**config.mk**
```make
export PLATFORM = sky130hd
export DESIGN_NAME = loop_monitor_top
export DESIGN_NICKNAME = d
export VERILOG_FILES = /design/src/inc/loop_mon_pkg.sv /design/src/logic/loop_eval.sv /design/src/logic/loop_monitor_top.sv /design/src/logic/sync2.sv
export VERILOG_INCLUDE_DIRS = /design/src /design/src/inc
export SDC_FILE = /design/constraint.sdc
export NUM_CORES = 2
export LEC_CHECK = 0
export ABC_AREA = 1
export CAP_MARGIN = 10
export CELL_PAD_IN_SITES_DETAIL_PLACEMENT = 0
export CELL_PAD_IN_SITES_GLOBAL_PLACEMENT = 1
export CORE_ASPECT_RATIO = 1.25
export CORE_MARGIN = 4
export CORE_UTILIZATION = 44
export DETAILED_ROUTE_END_ITERATION = 7
export DONT_BUFFER_PORTS = 1
export GPL_ROUTABILITY_DRIVEN = 0
export PLACE_DENSITY_LB_ADDON = 0.3
export SETUP_SLACK_MARGIN = 0.2
export SLEW_MARGIN = 20
export SYNTH_ARGS = -nofsm -noshare
export SYNTH_HDL_FRONTEND = slang
export SYNTH_SLANG_ARGS = --single-unit
```
**constraint.sdc**
```tcl
create_clock -name i_core_clk -period 14.1 [get_ports i_core_clk]
set_input_delay 2.82 -clock i_core_clk [delete_from_list [all_inputs] [get_ports i_core_clk]]
set_output_delay 2.82 -clock i_core_clk [all_outputs]
set_load 0.02 [all_outputs]
```
**src/inc/loop_mon_map.svh**
```systemverilog
// Offsets, field positions, reset values and timing figures of the
// two-channel loop supervision block.
// Assumes a single 20 MHz core clock and a classic Wishbone register bus.
`ifndef LOOP_MON_MAP_SVH
`define LOOP_MON_MAP_SVH

// ****
// Clock and times
// ****
`define CLK_PERIOD_NS 50
`define MS_NS 1000000
`define BACKLIGHT_MIN 15
`define TUNE_MS 2000
`define FULL_SENS_S 30
`define CHANNEL_SELECT_BUTTON_HOLD_S 3
`define FLASH_PER_S 3
`define RESP_FILT_MS 133
`define RESP_L1_5_MS 20
`define RESP_L6_MS 27
`define RESP_L7_MS 42
`define RESP_L8_MS 72
`define RESP_L9_MS 133

// ****
// Loop measurement limits and detection threshold
// ****
`define IND_MIN 16'h0100
`define IND_MAX 16'hF000
`define THR_MULT 5'h1A
`define THR_SHIFT_BASE 5'h0B
`define SENS_CALL 4'hA
`define SENS_REDUCE 4'h3
`define FAIL_CNT_MAX 8'h63

// ****
// Register offsets, fields and reset values
// ****
`define REG_CTRL 8'h00
`define REG_CFG0 8'h04
`define REG_CFG1 8'h08
`define REG_STATUS 8'h0C
`define REG_FAILCNT 8'h10
`define CTRL_FILT_DIS 0
`define CFG_FREQ_LSB 0
`define CFG_FREQ_MSB 3
`define CFG_SENS_LSB 4
`define CFG_SENS_MSB 7
`define CTRL_RST 32'h0000_0000
`define CFG0_RST 32'h0400_0063
`define CFG1_RST 32'h0400_0067

`endif

```
**src/inc/loop_mon_pkg.sv**
```systemverilog
// Types shared by the loop supervision block.
// Assumes loop_mon_map.svh supplies every number.
package loop_mon_pkg;
    typedef enum logic [1:0] {CH_TUNE, CH_RUN, CH_FAIL} channel_select_button_state_t;
endpackage

```
**src/logic/loop_eval.sv**
```systemverilog
// Per-channel comparison of a loop sample against range and baseline.
// Assumes samples scale with loop inductance; purely combinational.
`timescale 1ns/1ps
`include "loop_mon_map.svh"
module loop_eval (
    input wire logic [15:0] i_sample,
    input wire logic [15:0] i_base,
    input wire logic i_base_ok,
    input wire logic [3:0] i_sens,
    output logic o_low,
    output logic o_high,
    output logic o_over
);
    logic [15:0] quarter;
    logic [15:0] lo_lim;
    logic [16:0] hi_lim;
    logic [20:0] prod;
    logic [20:0] thr;
    logic [15:0] drop;
    logic [4:0] shamt;

    // A quarter of the baseline marks a rapid change either way.
    assign quarter = i_base >> 2;
    assign lo_lim = i_base - quarter;
    assign hi_lim = {1'b0, i_base} + {1'b0, quarter};
    assign o_low = (i_sample < `IND_MIN) || (i_base_ok && i_sample < lo_lim);
    assign o_high = (i_sample > `IND_MAX) || (i_base_ok && {1'b0, i_sample} > hi_lim);

    // Threshold halves with each level: 26/2^12 of the baseline at level 1.
    assign prod = i_base * `THR_MULT;
    assign shamt = `THR_SHIFT_BASE + {1'b0, i_sens};
    assign thr = prod >> shamt;
    assign drop = i_base - i_sample;
    assign o_over = i_base_ok && (i_sens != 4'h0) && (i_sample < i_base)
        && ({5'h00, drop} >= thr);
endmodule

```
**src/logic/loop_monitor_top.sv**
```systemverilog
// Two-channel loop supervision: fault monitor, indicators, tuning timers,
// backlight timeout, settings registers on a classic Wishbone slave.
// Assumes the front end gives one inductance word per valid pulse and
// the call timing logic reports its states on the same clock.
//
// How it works
// - Any button press restarts 15-minute backlight
// - Lamp lit on call, timing, pending, fail
// - Channel tuned and detecting within two seconds
// - Full sensitivity after 30 s running
// - Out-of-range or 25% jump enters fail-safe
// - Low code for drop/short, high for rise/open
// - Fail-safe holds while fault remains
// - Reset retunes and leaves fault if good
// - Fault latches 3 Hz flash until reset
// - Self-heal clears fail, flash stays
// - Fault counter per channel, cleared by reset
// - Mixed sensitivities average the response times
// - Factory defaults loaded at power-up
// - Three-second hold or setting change resets channel
//
// Register access over Wishbone and the address map were decided locally.
`timescale 1ns/1ps
`include "loop_mon_map.svh"
module loop_monitor_top #(
    parameter int TICK_CYC = `MS_NS / `CLK_PERIOD_NS,
    parameter int BL_MS = `BACKLIGHT_MIN * 60 * 1000,
    parameter int FULL_MS = `FULL_SENS_S * 1000
) (
    input wire logic i_core_clk,
    input wire logic i_sys_rst,
    input wire logic i_wb_cyc,
    input wire logic i_wb_stb,
    input wire logic i_wb_we,
    input wire logic [7:0] i_wb_adr,
    input wire logic [3:0] i_wb_sel,
    input wire logic [31:0] i_wb_dat,
    output logic [31:0] o_wb_dat,
    output logic o_wb_ack,
    input wire logic [15:0] i_ch0_ind,
    input wire logic [15:0] i_ch1_ind,
    input wire logic [1:0] i_ind_vld,
    input wire logic [1:0] i_call_out,
    input wire logic [1:0] i_delay_timing,
    input wire logic [1:0] i_ext_timing,
    input wire logic [1:0] i_pending,
    input wire logic i_channel_select_button,
    input wire logic i_menu_advance_button,
    input wire logic i_up_button,
    input wire logic i_down_button,
    output logic o_backlight,
    output logic o_channel_select_button_sel,
    output logic [1:0] o_detect_led,
    output logic [1:0] o_fail_safe,
    output logic [1:0] o_low_fault_code,
    output logic [1:0] o_high_fault_code,
    output logic [1:0] o_vehicle_detect,
    output logic [1:0] o_operational,
    output logic [31:0] o_ch0_cfg,
    output logic [31:0] o_ch1_cfg,
    output logic [31:0] o_option_bits
);
    localparam int HOLD_MS = `CHANNEL_SELECT_BUTTON_HOLD_S * 1000;
    localparam int FLASH_HALF_MS = 1000 / (2 * `FLASH_PER_S);

    // ****
    // Millisecond tick
    // ****
    logic [15:0] tick_cnt_r;
    logic tick_r;
    wire tick_wrap = (tick_cnt_r == 16'(TICK_CYC - 1));

    // All slow timers count this tick so their widths stay modest.
    always_ff @(posedge i_core_clk or posedge i_sys_rst) begin
        if (i_sys_rst) begin
            tick_cnt_r <= 16'h0000;
            tick_r <= 1'b0;
        end else begin
            tick_cnt_r <= tick_wrap ? 16'h0000 : tick_cnt_r + 16'h0001;
            tick_r <= tick_wrap;
        end
    end

    // ****
    // Front-panel buttons and backlight
    // ****
    logic [3:0] btn_s;
    logic [3:0] btn_d_r;
    logic [19:0] bl_cnt_r;
    logic [11:0] hold_cnt_r;
    logic hold_done_r;
    logic sel_r;

    sync2 #(.W(4)) u_btn_sync (
        .i_clk(i_core_clk),
        .i_rst(i_sys_rst),
        .i_d({i_down_button, i_up_button, i_menu_advance_button,
              i_channel_select_button}),
        .o_q(btn_s)
    );

    wire any_press = |(btn_s & ~btn_d_r);
    wire sel_fall = btn_d_r[0] & ~btn_s[0];
    wire hold_fire = btn_s[0] && tick_r && !hold_done_r
        && (hold_cnt_r == 12'(HOLD_MS - 1));
    wire [19:0] bl_nxt = any_press ? 20'(BL_MS) :
        ((tick_r && bl_cnt_r != 20'h0_0000) ? bl_cnt_r - 20'h0_0001 : bl_cnt_r);

    // A press always reloads the full timeout, even while already lit.
    always_ff @(posedge i_core_clk or posedge i_sys_rst) begin
        if (i_sys_rst) begin
            btn_d_r <= 4'h0;
            bl_cnt_r <= 20'h0_0000;
            o_backlight <= 1'b0;
        end else begin
            btn_d_r <= btn_s;
            bl_cnt_r <= bl_nxt;
            o_backlight <= (bl_nxt != 20'h0_0000);
        end
    end

    // A short press toggles the channel; a long hold resets it instead.
    always_ff @(posedge i_core_clk or posedge i_sys_rst) begin
        if (i_sys_rst) begin
            hold_cnt_r <= 12'h000;
            hold_done_r <= 1'b0;
            sel_r <= 1'b0;
        end else if (!btn_s[0]) begin
            hold_cnt_r <= 12'h000;
            hold_done_r <= 1'b0;
            if (sel_fall && !hold_done_r) begin
                sel_r <= ~sel_r;
            end
        end else if (hold_fire) begin
            hold_done_r <= 1'b1;
        end else if (tick_r && !hold_done_r) begin
            hold_cnt_r <= hold_cnt_r + 12'h001;
        end
    end

    // ****
    // Wishbone slave and settings
    // ****
    logic ack_r;
    logic [31:0] ctrl_r;
    logic [31:0] cfg0_r;
    logic [31:0] cfg1_r;
    logic [1:0] channel_select_button_rst_r;
    logic [31:0] rd_dat;
    logic [31:0] status_w;
    logic [7:0] fcnt_w [2];

    wire wb_req = i_wb_cyc & i_wb_stb;
    wire wr = wb_req & ack_r & i_wb_we;
    wire [31:0] wmask = {{8{i_wb_sel[3]}}, {8{i_wb_sel[2]}},
                         {8{i_wb_sel[1]}}, {8{i_wb_sel[0]}}};
    wire wr_ctrl = wr && (i_wb_adr == `REG_CTRL);
    wire wr_cfg0 = wr && (i_wb_adr == `REG_CFG0);
    wire wr_cfg1 = wr && (i_wb_adr == `REG_CFG1);
    wire [31:0] ctrl_new = (ctrl_r & ~wmask) | (i_wb_dat & wmask);
    wire [31:0] cfg0_new = (cfg0_r & ~wmask) | (i_wb_dat & wmask);
    wire [31:0] cfg1_new = (cfg1_r & ~wmask) | (i_wb_dat & wmask);

    // Frequency and sensitivity share the low byte of each channel word.
    wire chg0 = wr_cfg0 && (cfg0_new[`CFG_SENS_MSB:`CFG_FREQ_LSB]
        != cfg0_r[`CFG_SENS_MSB:`CFG_FREQ_LSB]);
    wire chg1 = wr_cfg1 && (cfg1_new[`CFG_SENS_MSB:`CFG_FREQ_LSB]
        != cfg1_r[`CFG_SENS_MSB:`CFG_FREQ_LSB]);
    wire filt_chg = wr_ctrl && (ctrl_new[`CTRL_FILT_DIS] != ctrl_r[`CTRL_FILT_DIS]);
    wire [1:0] channel_select_button_rst_nxt = {chg1 | filt_chg | (hold_fire & sel_r),
                               chg0 | filt_chg | (hold_fire & ~sel_r)};

    // Unmapped offsets answer with zero and ignore writes.
    assign rd_dat = (i_wb_adr == `REG_CTRL) ? ctrl_r :
                    (i_wb_adr == `REG_CFG0) ? cfg0_r :
                    (i_wb_adr == `REG_CFG1) ? cfg1_r :
                    (i_wb_adr == `REG_STATUS) ? status_w :
                    (i_wb_adr == `REG_FAILCNT) ? {16'h0000, fcnt_w[1], fcnt_w[0]} :
                    32'h0000_0000;

    // Ack follows one edge after the request; writes land on the ack edge.
    always_ff @(posedge i_core_clk or posedge i_sys_rst) begin
        if (i_sys_rst) begin
            ack_r <= 1'b0;
            o_wb_ack <= 1'b0;
            o_wb_dat <= 32'h0000_0000;
        end else begin
            ack_r <= wb_req & ~ack_r;
            o_wb_ack <= wb_req & ~ack_r;
            o_wb_dat <= (wb_req & ~ack_r) ? rd_dat : 32'h0000_0000;
        end
    end

    // Settings start from factory values at power-up.
    always_ff @(posedge i_core_clk or posedge i_sys_rst) begin
        if (i_sys_rst) begin
            ctrl_r <= `CTRL_RST;
            cfg0_r <= `CFG0_RST;
            cfg1_r <= `CFG1_RST;
            channel_select_button_rst_r <= 2'b00;
        end else begin
            ctrl_r <= wr_ctrl ? ctrl_new : ctrl_r;
            cfg0_r <= wr_cfg0 ? cfg0_new : cfg0_r;
            cfg1_r <= wr_cfg1 ? cfg1_new : cfg1_r;
            channel_select_button_rst_r <= channel_select_button_rst_nxt;
        end
    end

    // ****
    // Response time shared by both channels
    // ****
    function automatic logic [7:0] resp_ms(input logic [3:0] s, input logic fd);
        logic [7:0] r;
        r = 8'(`RESP_FILT_MS);
        if (fd) begin
            case (s)
                4'h1, 4'h2, 4'h3, 4'h4, 4'h5: r = 8'(`RESP_L1_5_MS);
                4'h6: r = 8'(`RESP_L6_MS);
                4'h7: r = 8'(`RESP_L7_MS);
                4'h8: r = 8'(`RESP_L8_MS);
                default: r = 8'(`RESP_L9_MS);
            endcase
        end
        return r;
    endfunction

    wire [3:0] sens0 = cfg0_r[`CFG_SENS_MSB:`CFG_SENS_LSB];
    wire [3:0] sens1 = cfg1_r[`CFG_SENS_MSB:`CFG_SENS_LSB];
    wire fdis = ctrl_r[`CTRL_FILT_DIS];
    wire [7:0] r0 = resp_ms(sens0, fdis);
    wire [7:0] r1 = resp_ms(sens1, fdis);
    wire [8:0] r_sum = {1'b0, r0} + {1'b0, r1};
    // Channels share measurement time, so differing levels average.
    wire [7:0] resp = (sens0 == sens1) ? r0 : r_sum[8:1];

    // ****
    // Flash pattern for latched faults
    // ****
    logic [7:0] flash_cnt_r;
    logic flash_ph_r;
    wire flash_wrap = tick_r && (flash_cnt_r == 8'(FLASH_HALF_MS - 1));

    always_ff @(posedge i_core_clk or posedge i_sys_rst) begin
        if (i_sys_rst) begin
            flash_cnt_r <= 8'h00;
            flash_ph_r <= 1'b0;
        end else begin
            flash_cnt_r <= flash_wrap ? 8'h00 : (tick_r ? flash_cnt_r + 8'h01 : flash_cnt_r);
            flash_ph_r <= flash_wrap ? ~flash_ph_r : flash_ph_r;
        end
    end

    // ****
    // Per-channel supervision
    // ****
    wire [15:0] ind_w [2];
    wire [3:0] sens_w [2];
    logic [1:0] fail_w;
    logic [1:0] lo_w;
    logic [1:0] hi_w;
    logic [1:0] latch_w;
    logic [1:0] det_w;
    logic [1:0] oper_w;
    logic [1:0] full_w;

    assign ind_w[0] = i_ch0_ind;
    assign ind_w[1] = i_ch1_ind;
    assign sens_w[0] = sens0;
    assign sens_w[1] = sens1;

    for (genvar c = 0; c < 2; c++) begin : g_ch
        loop_mon_pkg::channel_select_button_state_t st_r;
        loop_mon_pkg::channel_select_button_state_t st_nxt;
        logic [15:0] base_r;
        logic [15:0] base_nxt;
        logic bok_r;
        logic bok_nxt;
        logic lo_r;
        logic lo_nxt;
        logic hi_r;
        logic hi_nxt;
        logic latch_r;
        logic [7:0] cnt_r;
        logic [10:0] tune_r;
        logic [14:0] run_r;
        logic occ_r;
        logic [7:0] occ_cnt_r;
        logic low;
        logic high;
        logic over;

        wire vld = i_ind_vld[c];
        wire rst_ch = channel_select_button_rst_r[c];
        wire full = (run_r == 15'(FULL_MS));
        // Until fully settled, detection runs a few levels coarser.
        wire [3:0] eff_sens = (full || sens_w[c] <= `SENS_REDUCE) ? sens_w[c] :
            sens_w[c] - `SENS_REDUCE;
        wire fail_in = (st_r != loop_mon_pkg::CH_FAIL)
            && (st_nxt == loop_mon_pkg::CH_FAIL);

        loop_eval u_eval (
            .i_sample(ind_w[c]),
            .i_base(base_r),
            .i_base_ok(bok_r),
            .i_sens(eff_sens),
            .o_low(low),
            .o_high(high),
            .o_over(over)
        );

        // Tune, run and fail-safe sequencing of one channel.
        always_comb begin
            st_nxt = st_r;
            base_nxt = base_r;
            bok_nxt = bok_r;
            lo_nxt = lo_r;
            hi_nxt = hi_r;
            case (st_r)
                loop_mon_pkg::CH_TUNE: begin
                    if (vld && !low && !high) begin
                        base_nxt = ind_w[c];
                        bok_nxt = 1'b1;
                        st_nxt = loop_mon_pkg::CH_RUN;
                    end else if (vld) begin
                        lo_nxt = low;
                        hi_nxt = high;
                        st_nxt = loop_mon_pkg::CH_FAIL;
                    end else if (tick_r && tune_r == 11'(`TUNE_MS - 1)) begin
                        lo_nxt = 1'b0;
                        hi_nxt = 1'b1;
                        st_nxt = loop_mon_pkg::CH_FAIL;
                    end
                end
                loop_mon_pkg::CH_RUN: begin
                    if (vld && (low || high)) begin
                        lo_nxt = low;
                        hi_nxt = high;
                        st_nxt = loop_mon_pkg::CH_FAIL;
                    end else if (vld && !over && ind_w[c] > base_r) begin
                        base_nxt = base_r + 16'h0001;
                    end else if (vld && !over && ind_w[c] < base_r) begin
                        base_nxt = base_r - 16'h0001;
                    end
                end
                loop_mon_pkg::CH_FAIL: begin
                    if (vld && !low && !high) begin
                        lo_nxt = 1'b0;
                        hi_nxt = 1'b0;
                        st_nxt = loop_mon_pkg::CH_RUN;
                        if (!bok_r) begin
                            base_nxt = ind_w[c];
                            bok_nxt = 1'b1;
                        end
                    end else if (vld) begin
                        lo_nxt = low;
                        hi_nxt = high;
                    end
                end
                default: st_nxt = loop_mon_pkg::CH_TUNE;
            endcase
            if (rst_ch) begin
                st_nxt = loop_mon_pkg::CH_TUNE;
                bok_nxt = 1'b0;
                lo_nxt = 1'b0;
                hi_nxt = 1'b0;
            end
        end

        always_ff @(posedge i_core_clk or posedge i_sys_rst) begin
            if (i_sys_rst) begin
                st_r <= loop_mon_pkg::CH_TUNE;
                base_r <= 16'h0000;
                bok_r <= 1'b0;
                lo_r <= 1'b0;
                hi_r <= 1'b0;
            end else begin
                st_r <= st_nxt;
                base_r <= base_nxt;
                bok_r <= bok_nxt;
                lo_r <= lo_nxt;
                hi_r <= hi_nxt;
            end
        end

        // Fault entry sets the flash latch and counts; entry beats a clear.
        always_ff @(posedge i_core_clk or posedge i_sys_rst) begin
            if (i_sys_rst) begin
                latch_r <= 1'b0;
                cnt_r <= 8'h00;
            end else if (fail_in) begin
                latch_r <= 1'b1;
                cnt_r <= (cnt_r == `FAIL_CNT_MAX) ? cnt_r : cnt_r + 8'h01;
            end else if (rst_ch) begin
                latch_r <= 1'b0;
                cnt_r <= 8'h00;
            end
        end

        // Tuning watchdog, settling timer and occupancy timing.
        always_ff @(posedge i_core_clk or posedge i_sys_rst) begin
            if (i_sys_rst) begin
                tune_r <= 11'h000;
                run_r <= 15'h0000;
                occ_r <= 1'b0;
                occ_cnt_r <= 8'h00;
            end else begin
                tune_r <= (rst_ch || st_r != loop_mon_pkg::CH_TUNE) ? 11'h000 :
                    (tick_r ? tune_r + 11'h001 : tune_r);
                run_r <= rst_ch ? 15'h0000 :
                    ((tick_r && !full && st_r != loop_mon_pkg::CH_TUNE) ?
                     run_r + 15'h0001 : run_r);
                occ_r <= (st_r != loop_mon_pkg::CH_RUN) ? 1'b0 : (vld ? over : occ_r);
                occ_cnt_r <= !occ_r ? 8'h00 :
                    ((tick_r && occ_cnt_r < resp) ? occ_cnt_r + 8'h01 : occ_cnt_r);
            end
        end

        assign fail_w[c] = (st_r == loop_mon_pkg::CH_FAIL);
        assign lo_w[c] = lo_r;
        assign hi_w[c] = hi_r;
        assign latch_w[c] = latch_r;
        assign oper_w[c] = (st_r != loop_mon_pkg::CH_TUNE);
        assign full_w[c] = full;
        assign fcnt_w[c] = cnt_r;
        // A failed loop places a fail-safe call.
        assign det_w[c] = fail_w[c] || ((st_r == loop_mon_pkg::CH_RUN)
            && (sens_w[c] >= `SENS_CALL || (occ_r && occ_cnt_r >= resp)));
    end

    assign status_w = {14'h0000, sel_r, o_backlight,
                       1'b0, det_w[1], full_w[1], latch_w[1],
                       hi_w[1], lo_w[1], fail_w[1], oper_w[1],
                       1'b0, det_w[0], full_w[0], latch_w[0],
                       hi_w[0], lo_w[0], fail_w[0], oper_w[0]};

    // ****
    // Registered outputs
    // ****
    // The lamp shows activity unless a latched fault forces the flash.
    wire [1:0] led_nxt = (latch_w & {2{flash_ph_r}})
        | (~latch_w & (i_call_out | i_delay_timing | i_ext_timing
                       | i_pending | fail_w));

    always_ff @(posedge i_core_clk or posedge i_sys_rst) begin
        if (i_sys_rst) begin
            o_detect_led <= 2'b00;
            o_fail_safe <= 2'b00;
            o_low_fault_code <= 2'b00;
            o_high_fault_code <= 2'b00;
            o_vehicle_detect <= 2'b00;
            o_operational <= 2'b00;
            o_channel_select_button_sel <= 1'b0;
        end else begin
            o_detect_led <= led_nxt;
            o_fail_safe <= fail_w;
            o_low_fault_code <= lo_w;
            o_high_fault_code <= hi_w;
            o_vehicle_detect <= det_w;
            o_operational <= oper_w;
            o_channel_select_button_sel <= sel_r;
        end
    end

    // Settings are exported to the call timing logic.
    always_ff @(posedge i_core_clk or posedge i_sys_rst) begin
        if (i_sys_rst) begin
            o_ch0_cfg <= `CFG0_RST;
            o_ch1_cfg <= `CFG1_RST;
            o_option_bits <= `CTRL_RST;
        end else begin
            o_ch0_cfg <= cfg0_r;
            o_ch1_cfg <= cfg1_r;
            o_option_bits <= ctrl_r;
        end
    end
endmodule

```
**src/logic/sync2.sv**
```systemverilog
// Two-flop synchroniser for asynchronous pin inputs.
// Assumes the reader uses only the second stage.
`timescale 1ns/1ps
module sync2 #(
    parameter int W = 1
) (
    input wire logic i_clk,
    input wire logic i_rst,
    input wire logic [W-1:0] i_d,
    output logic [W-1:0] o_q
);
    logic [W-1:0] meta_r;

    // The first stage feeds only the second one.
    always_ff @(posedge i_clk or posedge i_rst) begin
        if (i_rst) begin
            meta_r <= '0;
            o_q <= '0;
        end else begin
            meta_r <= i_d;
            o_q <= meta_r;
        end
    end
endmodule
```
* Yosys cells after proc, flatten, opt, wreduce, memory -nomap -nowiden
Memories as Yosys holds them, arrays and structs flattened. Cells that the tools add are included.
Storage, ports and cells: input port bits 95, bits in writable memories 0, bits in registers 443, memories 2, output and inout port bits 143, word-level logic and storage cells 414, memory bits (read-only) 256, latch bits 0
Operators by class: mux-type cells 113, multiply operators 2, bitwise operators 33, $lt $le $gt $ge 22, $add $sub $neg 27, shifts and indexed selects 2, reduce and logical (&&, ||, !) cells 111, equal/unequal tests 52, divide/modulo/power cells 0
Memory list:
- (name not given) | words 16, bits a word 8, rd ports 1, clocked after Yosys merged registers in 0, wr ports 0, RTL line loop_monitor_top.sv:216 | case (s)
- (name not given) | words 16, bits a word 8, rd ports 1, clocked after Yosys merged registers in 0, wr ports 0, RTL line loop_monitor_top.sv:216
Operator list (number):
- 16-bit 2-to-1 mux | 14
- 32-bit AND | 4
- 32-bit 2-to-1 mux | 4
- 8-bit 2-to-1 mux | 15
- 32-bit OR | 3
- 16-bit one-hot mux with 3 select lines | 2
- 16-bit < comparator | 4
- 15-bit 2-to-1 mux | 4
- 1-bit logical AND | 49
- 16-bit by 1-bit adder with 16-bit output, second input constant | 3
- 1-bit 2-to-1 mux | 44
- 11-bit 2-to-1 mux | 4
- 16-bit by 21-bit >= comparator with 1-bit output | 2
- 21-bit by 5-bit right shift with 21-bit output | 2
- 8-bit by 1-bit adder with 8-bit output, second input constant | 5
- 16-bit by 4-bit multiplier with 20-bit output, second input constant | 2
- 20-bit 2-to-1 mux | 2
- 20-bit nonzero test | 2
- 12-bit 2-to-1 mux | 3
- 16-bit by 14-bit adder with 17-bit output | 2
- 16-bit by 17-bit greater-than comparator with 1-bit output | 2
- 16-bit greater-than comparator | 2
- 16-bit greater-than comparator, second input constant | 2
- 16-bit by 9-bit < comparator with 1-bit output, second input constant | 2
- 59 further kinds | 184

* Depth between registers and ports, before layout
word-level depth 14, mapped depth 39, mapped depth without buffers 38

* Modules after synthesis
A second synthesis with hierarchy kept.
Second synthesis, totals: cell total of the unflattened synthesis 4237, area total of the unflattened synthesis 32508.7 um^2
By module, submodules not included:
- loop_monitor_top | instances 1, seq. area each 10913.0 um^2, cells an instance 2567, area each 22069.9 um^2
- loop_eval (g_ch[1].u_eval) | instances 1, seq. area each 0.0 um^2, cells an instance 860, area each 5216.3 um^2
- loop_eval (g_ch[0].u_eval) | instances 1, seq. area each 0.0 um^2, cells an instance 801, area each 5018.6 um^2
- sync2 | instances 1, seq. area each 200.2 um^2, cells an instance 9, area each 203.9 um^2

* Least setup slack after synthesis
No wires, ideal clock.
kind input to register, start point in i_ch1_ind[0], end point reg g_ch[1].base_r[13], library setup time 0.066 ns, cell stages on the path 21, path slack 7.871 ns, arrival 6.163 ns, required time 14.034 ns, path buffers 0, cell sequence ha_1 > inv_1 > fa_1 > nand2_1 > nand2_1 > nand3_1 > nand3_1 > a21oi_1 > nand2_1 > ha_1 > nand3_1 > nand2_1 > a21oi_1 > o21ai_0 > a21oi_1 > o21ai_0 > a21boi_0 > xor2_1 > o21ai_0 > nand3_1 > nand2_1
On the way: cells in the longest elaborated chain, start to end 9, elaborated cells between the ends (all ways) 32, classes of those cells add/sub (1); order compare (7); eq/ne (4); mux (3); reduce/logical (17)
Ends and longest elaborated chain:
- from (decl) | RTL line loop_monitor_top.sv:41 | input wire logic [15:0] i_ch1_ind,
- 16-bit subtractor / 16-bit < comparator (equally long branches) | RTL line loop_eval.sv:33, loop_eval.sv:34, loop_monitor_top.sv:341
- 16-bit by 21-bit >= comparator with 1-bit output / 1-bit logical AND (equally long branches) | RTL line loop_eval.sv:35, loop_eval.sv:34
- 1-bit logical AND | RTL line loop_eval.sv:35 | && ({5'h00, drop} >= thr);
- 1-bit logical NOT | RTL line loop_monitor_top.sv:339, loop_monitor_top.sv:341
- 1-bit logical AND | RTL line loop_monitor_top.sv:339, loop_monitor_top.sv:341
- 1-bit logical AND | RTL line loop_monitor_top.sv:339 | end else if (vld && !over && ind_w[c] > base_r) begin
- 16-bit 2-to-1 mux | RTL line loop_monitor_top.sv:339
- 16-bit 2-to-1 mux | RTL line loop_monitor_top.sv:335 | if (vld && (low || high)) begin
- 16-bit one-hot mux with 3 select lines | RTL line loop_monitor_top.sv:318 | case (st_r)
- to (signal assigned) | RTL line loop_monitor_top.sv:378 | base_r <= base_nxt;
- to (decl) | RTL line loop_monitor_top.sv:274 | logic [15:0] base_r;
Parallel ways exist; a longest one is shown, timed or not. The select of a mux whose other input is x is not followed. A chain may end at the register's enable or synchronous reset.

* Worst setup path after layout
Same ends and word-level chain as after synthesis.

==> impl_metrics.json <==
{
  "status": "complete, no violations",
  "setup_viol": 0,
  "fin_skew_ns": 0.0422,
  "critical_path_required_ns": 14.61,
  "track_usage": 0.233,
  "tritoncts": "yes",
  "die_w_um": 243,
  "fin_tns_setup_ns": 0,
  "first_pass_iters": 5,
  "synth.net_count": 4333,
  "drv_cap": 0,
  "worst_pin_slew_ns": 1.08,
  "synthFlopType": "dfrtp_1",
  "vdd_drop_max_mv": 0.133,
  "grt_max_degree": 144,
  "hold_ws_ns": 0.347,
  "fp-row-count": 107,
  "drive_gt1_frac": 0.0534,
  "hold_buffers": 0,
  "drc": 0,
  "clk_pin_slew_ns": 0.06,
  "cts_resized": 0,
  "clock_latency_ns": 0.61,
  "antenna_found_initial": 1,
  "period_share": 0.448,
  "hpwl_mm": 67.2,
  "grt_pass1_wl_mm": 139,
  "p_leak_uw": 0.0164,
  "synth_edf_count": 0,
  "max_freq_ghz": 0.158,
  "crit_arrival_ns": 6.83,
  "syn_inst": 3884,
  "avgSynthCellArea_um2": 7.85,
  "synth_top_area_frac": 0.346,
  "crit_path_end_kind": "flip-flop",
  "worstSetupPathType": "primary input to flip-flop",
  "postCtsSetupBuffers": 0,
  "start_kind": "primary input",
  "wl_per_cell_um": 18.0,
  "ys_seq_elements": 443,
  "cts_buffers": 49,
  "synth_area_mm2": 0.0305,
  "die_h_um": 302,
  "area_growth_pct": 9.13,
  "die_area_mm2": 0.0736,
  "ant_nets": 0,
  "viasPerCell": 5.34,
  "ioPinCount": 238,
  "cp_max_fo": 17,
  "wl_mm": 87.4,
  "synth_top_cell_by_area": "dfrtp_1",
  "nFillCells": 6817,
  "powerDensity_mw_per_mm2": 236,
  "clock_path_buffers": 3,
  "drv_slew": 0,
  "first_global_vias": 25894,
  "hold_path_class": "flip-flop to flip-flop",
  "clock-sinks": 443,
  "maxSlewHeadroom": 0.274,
  "yosysMostFrequentCell": "nand2_1",
  "synth_area_leaders": "dfrtp_1 (35%), ha_1 (13%), nand2_1 (9.6%)",
  "vias": 25891,
  "coreArea_mm2": 0.0684,
  "synthTopCellsByCount": "nand2_1 (779), inv_1 (506), dfrtp_1 (421), a21oi_1 (325), ha_1 (321)",
  "fin_crit_ns": 6.32,
  "synth_cell_types": 65,
  "final_nets": 4327,
  "io_buffers": 0,
  "yosysWarnings": 0,
  "htreeDepth": 2,
  "rsz0062_at_grt": "no",
  "root_buffer": "clkbuf_16",
  "finalHoldViolCount": 0,
  "grt.overflow.total": 0,
  "start_util": 0.446,
  "ys_async_sr_fraction": 1.00,
  "drtIter0Drc": 1494,
  "yosysSeqAreaShare": 0.365
}
[area by class of cell]
class	count	area (um2)	share of cell area
clock buffers	60	1340	0.0402
multi-input cells	2841	17100	0.514
diodes	1	2.50	0.0000752
well taps	926	1160	0.0348
flip-flops and latches	443	11100	0.334
repair buffers	16	133	0.00399
clock inverters	30	442	0.0133
inverters	527	1980	0.0597
[through the flow]
step                      cell area (um2)  cells   util  setup WS (ns)  power (uW)
final                               33300   4844  0.486           7.78        7860
after floorplan                     30500   3884      -           5.31        5330
after detailed placement            31500   4753  0.460           7.25        6480
after global routing                33300   4844  0.486           7.27        8680
after global placement              31500   4753  0.460           7.36        6480
after CTS                           33300   4843  0.486           7.83        7920
[cell families after synthesis]
group / after synthesis / synth area share
and+or+nand+nor: 1545 / 0.222
DFF: 443 / 0.365
buffers and inverters: 600 / 0.0754
AOI/OAI and AO/OA: 808 / 0.146
xor gates and xnor gates: 134 / 0.0385
adders and majority gates: 354 / 0.153
[layout by cell type, fill, tap and decap left out, types with 11 or more instances in the layout]
| cell | n |
|---|---|
| ha_1 | 321 |
| nand2_1 | 779 |
| buf_4 | 15 |
| nor2_1 | 274 |
| o21ai_1 | 16 |
| xor2_1 | 105 |
| a21o_1 | 17 |
| nor4_1 | 27 |
| nor3_1 | 88 |
| nand3b_1 | 14 |
| o211ai_1 | 23 |
| o2111ai_1 | 12 |
| or2_2 | 18 |
| dfrtp_1 | 421 |
| o21bai_1 | 15 |
| nand4_1 | 60 |
| dfstp_2 | 22 |
| o21ai_0 | 305 |
| inv_1 | 505 |
| fa_1 | 33 |
| clkbuf_16 | 49 |
| o21a_1 | 12 |
| a31oi_1 | 20 |
| inv_2 | 16 |
| a21oi_1 | 325 |
| o22ai_1 | 20 |
| clkinv_2 | 11 |
| nand3_1 | 231 |
| xnor2_1 | 29 |
[power by group]
| part | switching (uW) | internal, uW | leakage (uW) |
|---|---|---|---|
| clock network | 570 | 831 | 0.000846 |
| registers | 256 | 1370 | 0.00579 |
| logic | 3010 | 1830 | 0.00981 |
| total | 3830 | 4020 | 0.0164 |
[critical path, stage by stage]
cell and delay, ns:
ha_1 0.12, inv_1 0.06, fa_1 0.42, nand2_1 0.10, nand2_1 0.11, nand3_1 0.10, nand3_1 0.12, a21oi_1 0.21
nand2_1 0.43, ha_1 0.54, nand3_1 0.09, nand2_1 0.12, a21oi_1 0.10, o21ai_0 0.35, a21oi_1 0.16, o21ai_0 0.30
a21boi_0 0.17, xor2_1 0.17, o21ai_0 0.15, nand3_1 0.09, nand2_1 0.09
[metal layers]
metal / share of wire / GRT usage / up-vias
met3: 0.039 / 0.0316 / 176
met4: 0.037 / 0.0801 / 0
li1: - / - / 12996
met5: 0 / 0 / -
met2: 0.50 / 0.421 / 507
met1: 0.42 / 0.288 / 12212
[worst paths after layout]
check | start | to | slack, ns | cells past startpoint
min in group asynchronous | i_sys_rst | g_ch[0].run_r[5] | 2.13 | 1
min reg2reg | u_btn_sync.meta_r[3] | u_btn_sync.o_q[3] | 0.35 | 0
max in group asynchronous | i_sys_rst | g_ch[1].bok_r | 8.97 | 4
max reg2reg | g_ch[0].base_r[5] | g_ch[0].base_r[2] | 8.12 | 34
max | i_ch1_ind[0] | g_ch[1].base_r[13] | 7.78 | 21
min | u_btn_sync.meta_r[3] | u_btn_sync.o_q[3] | 0.35 | 0
Note: power is estimated with default switching activity, not from simulation.
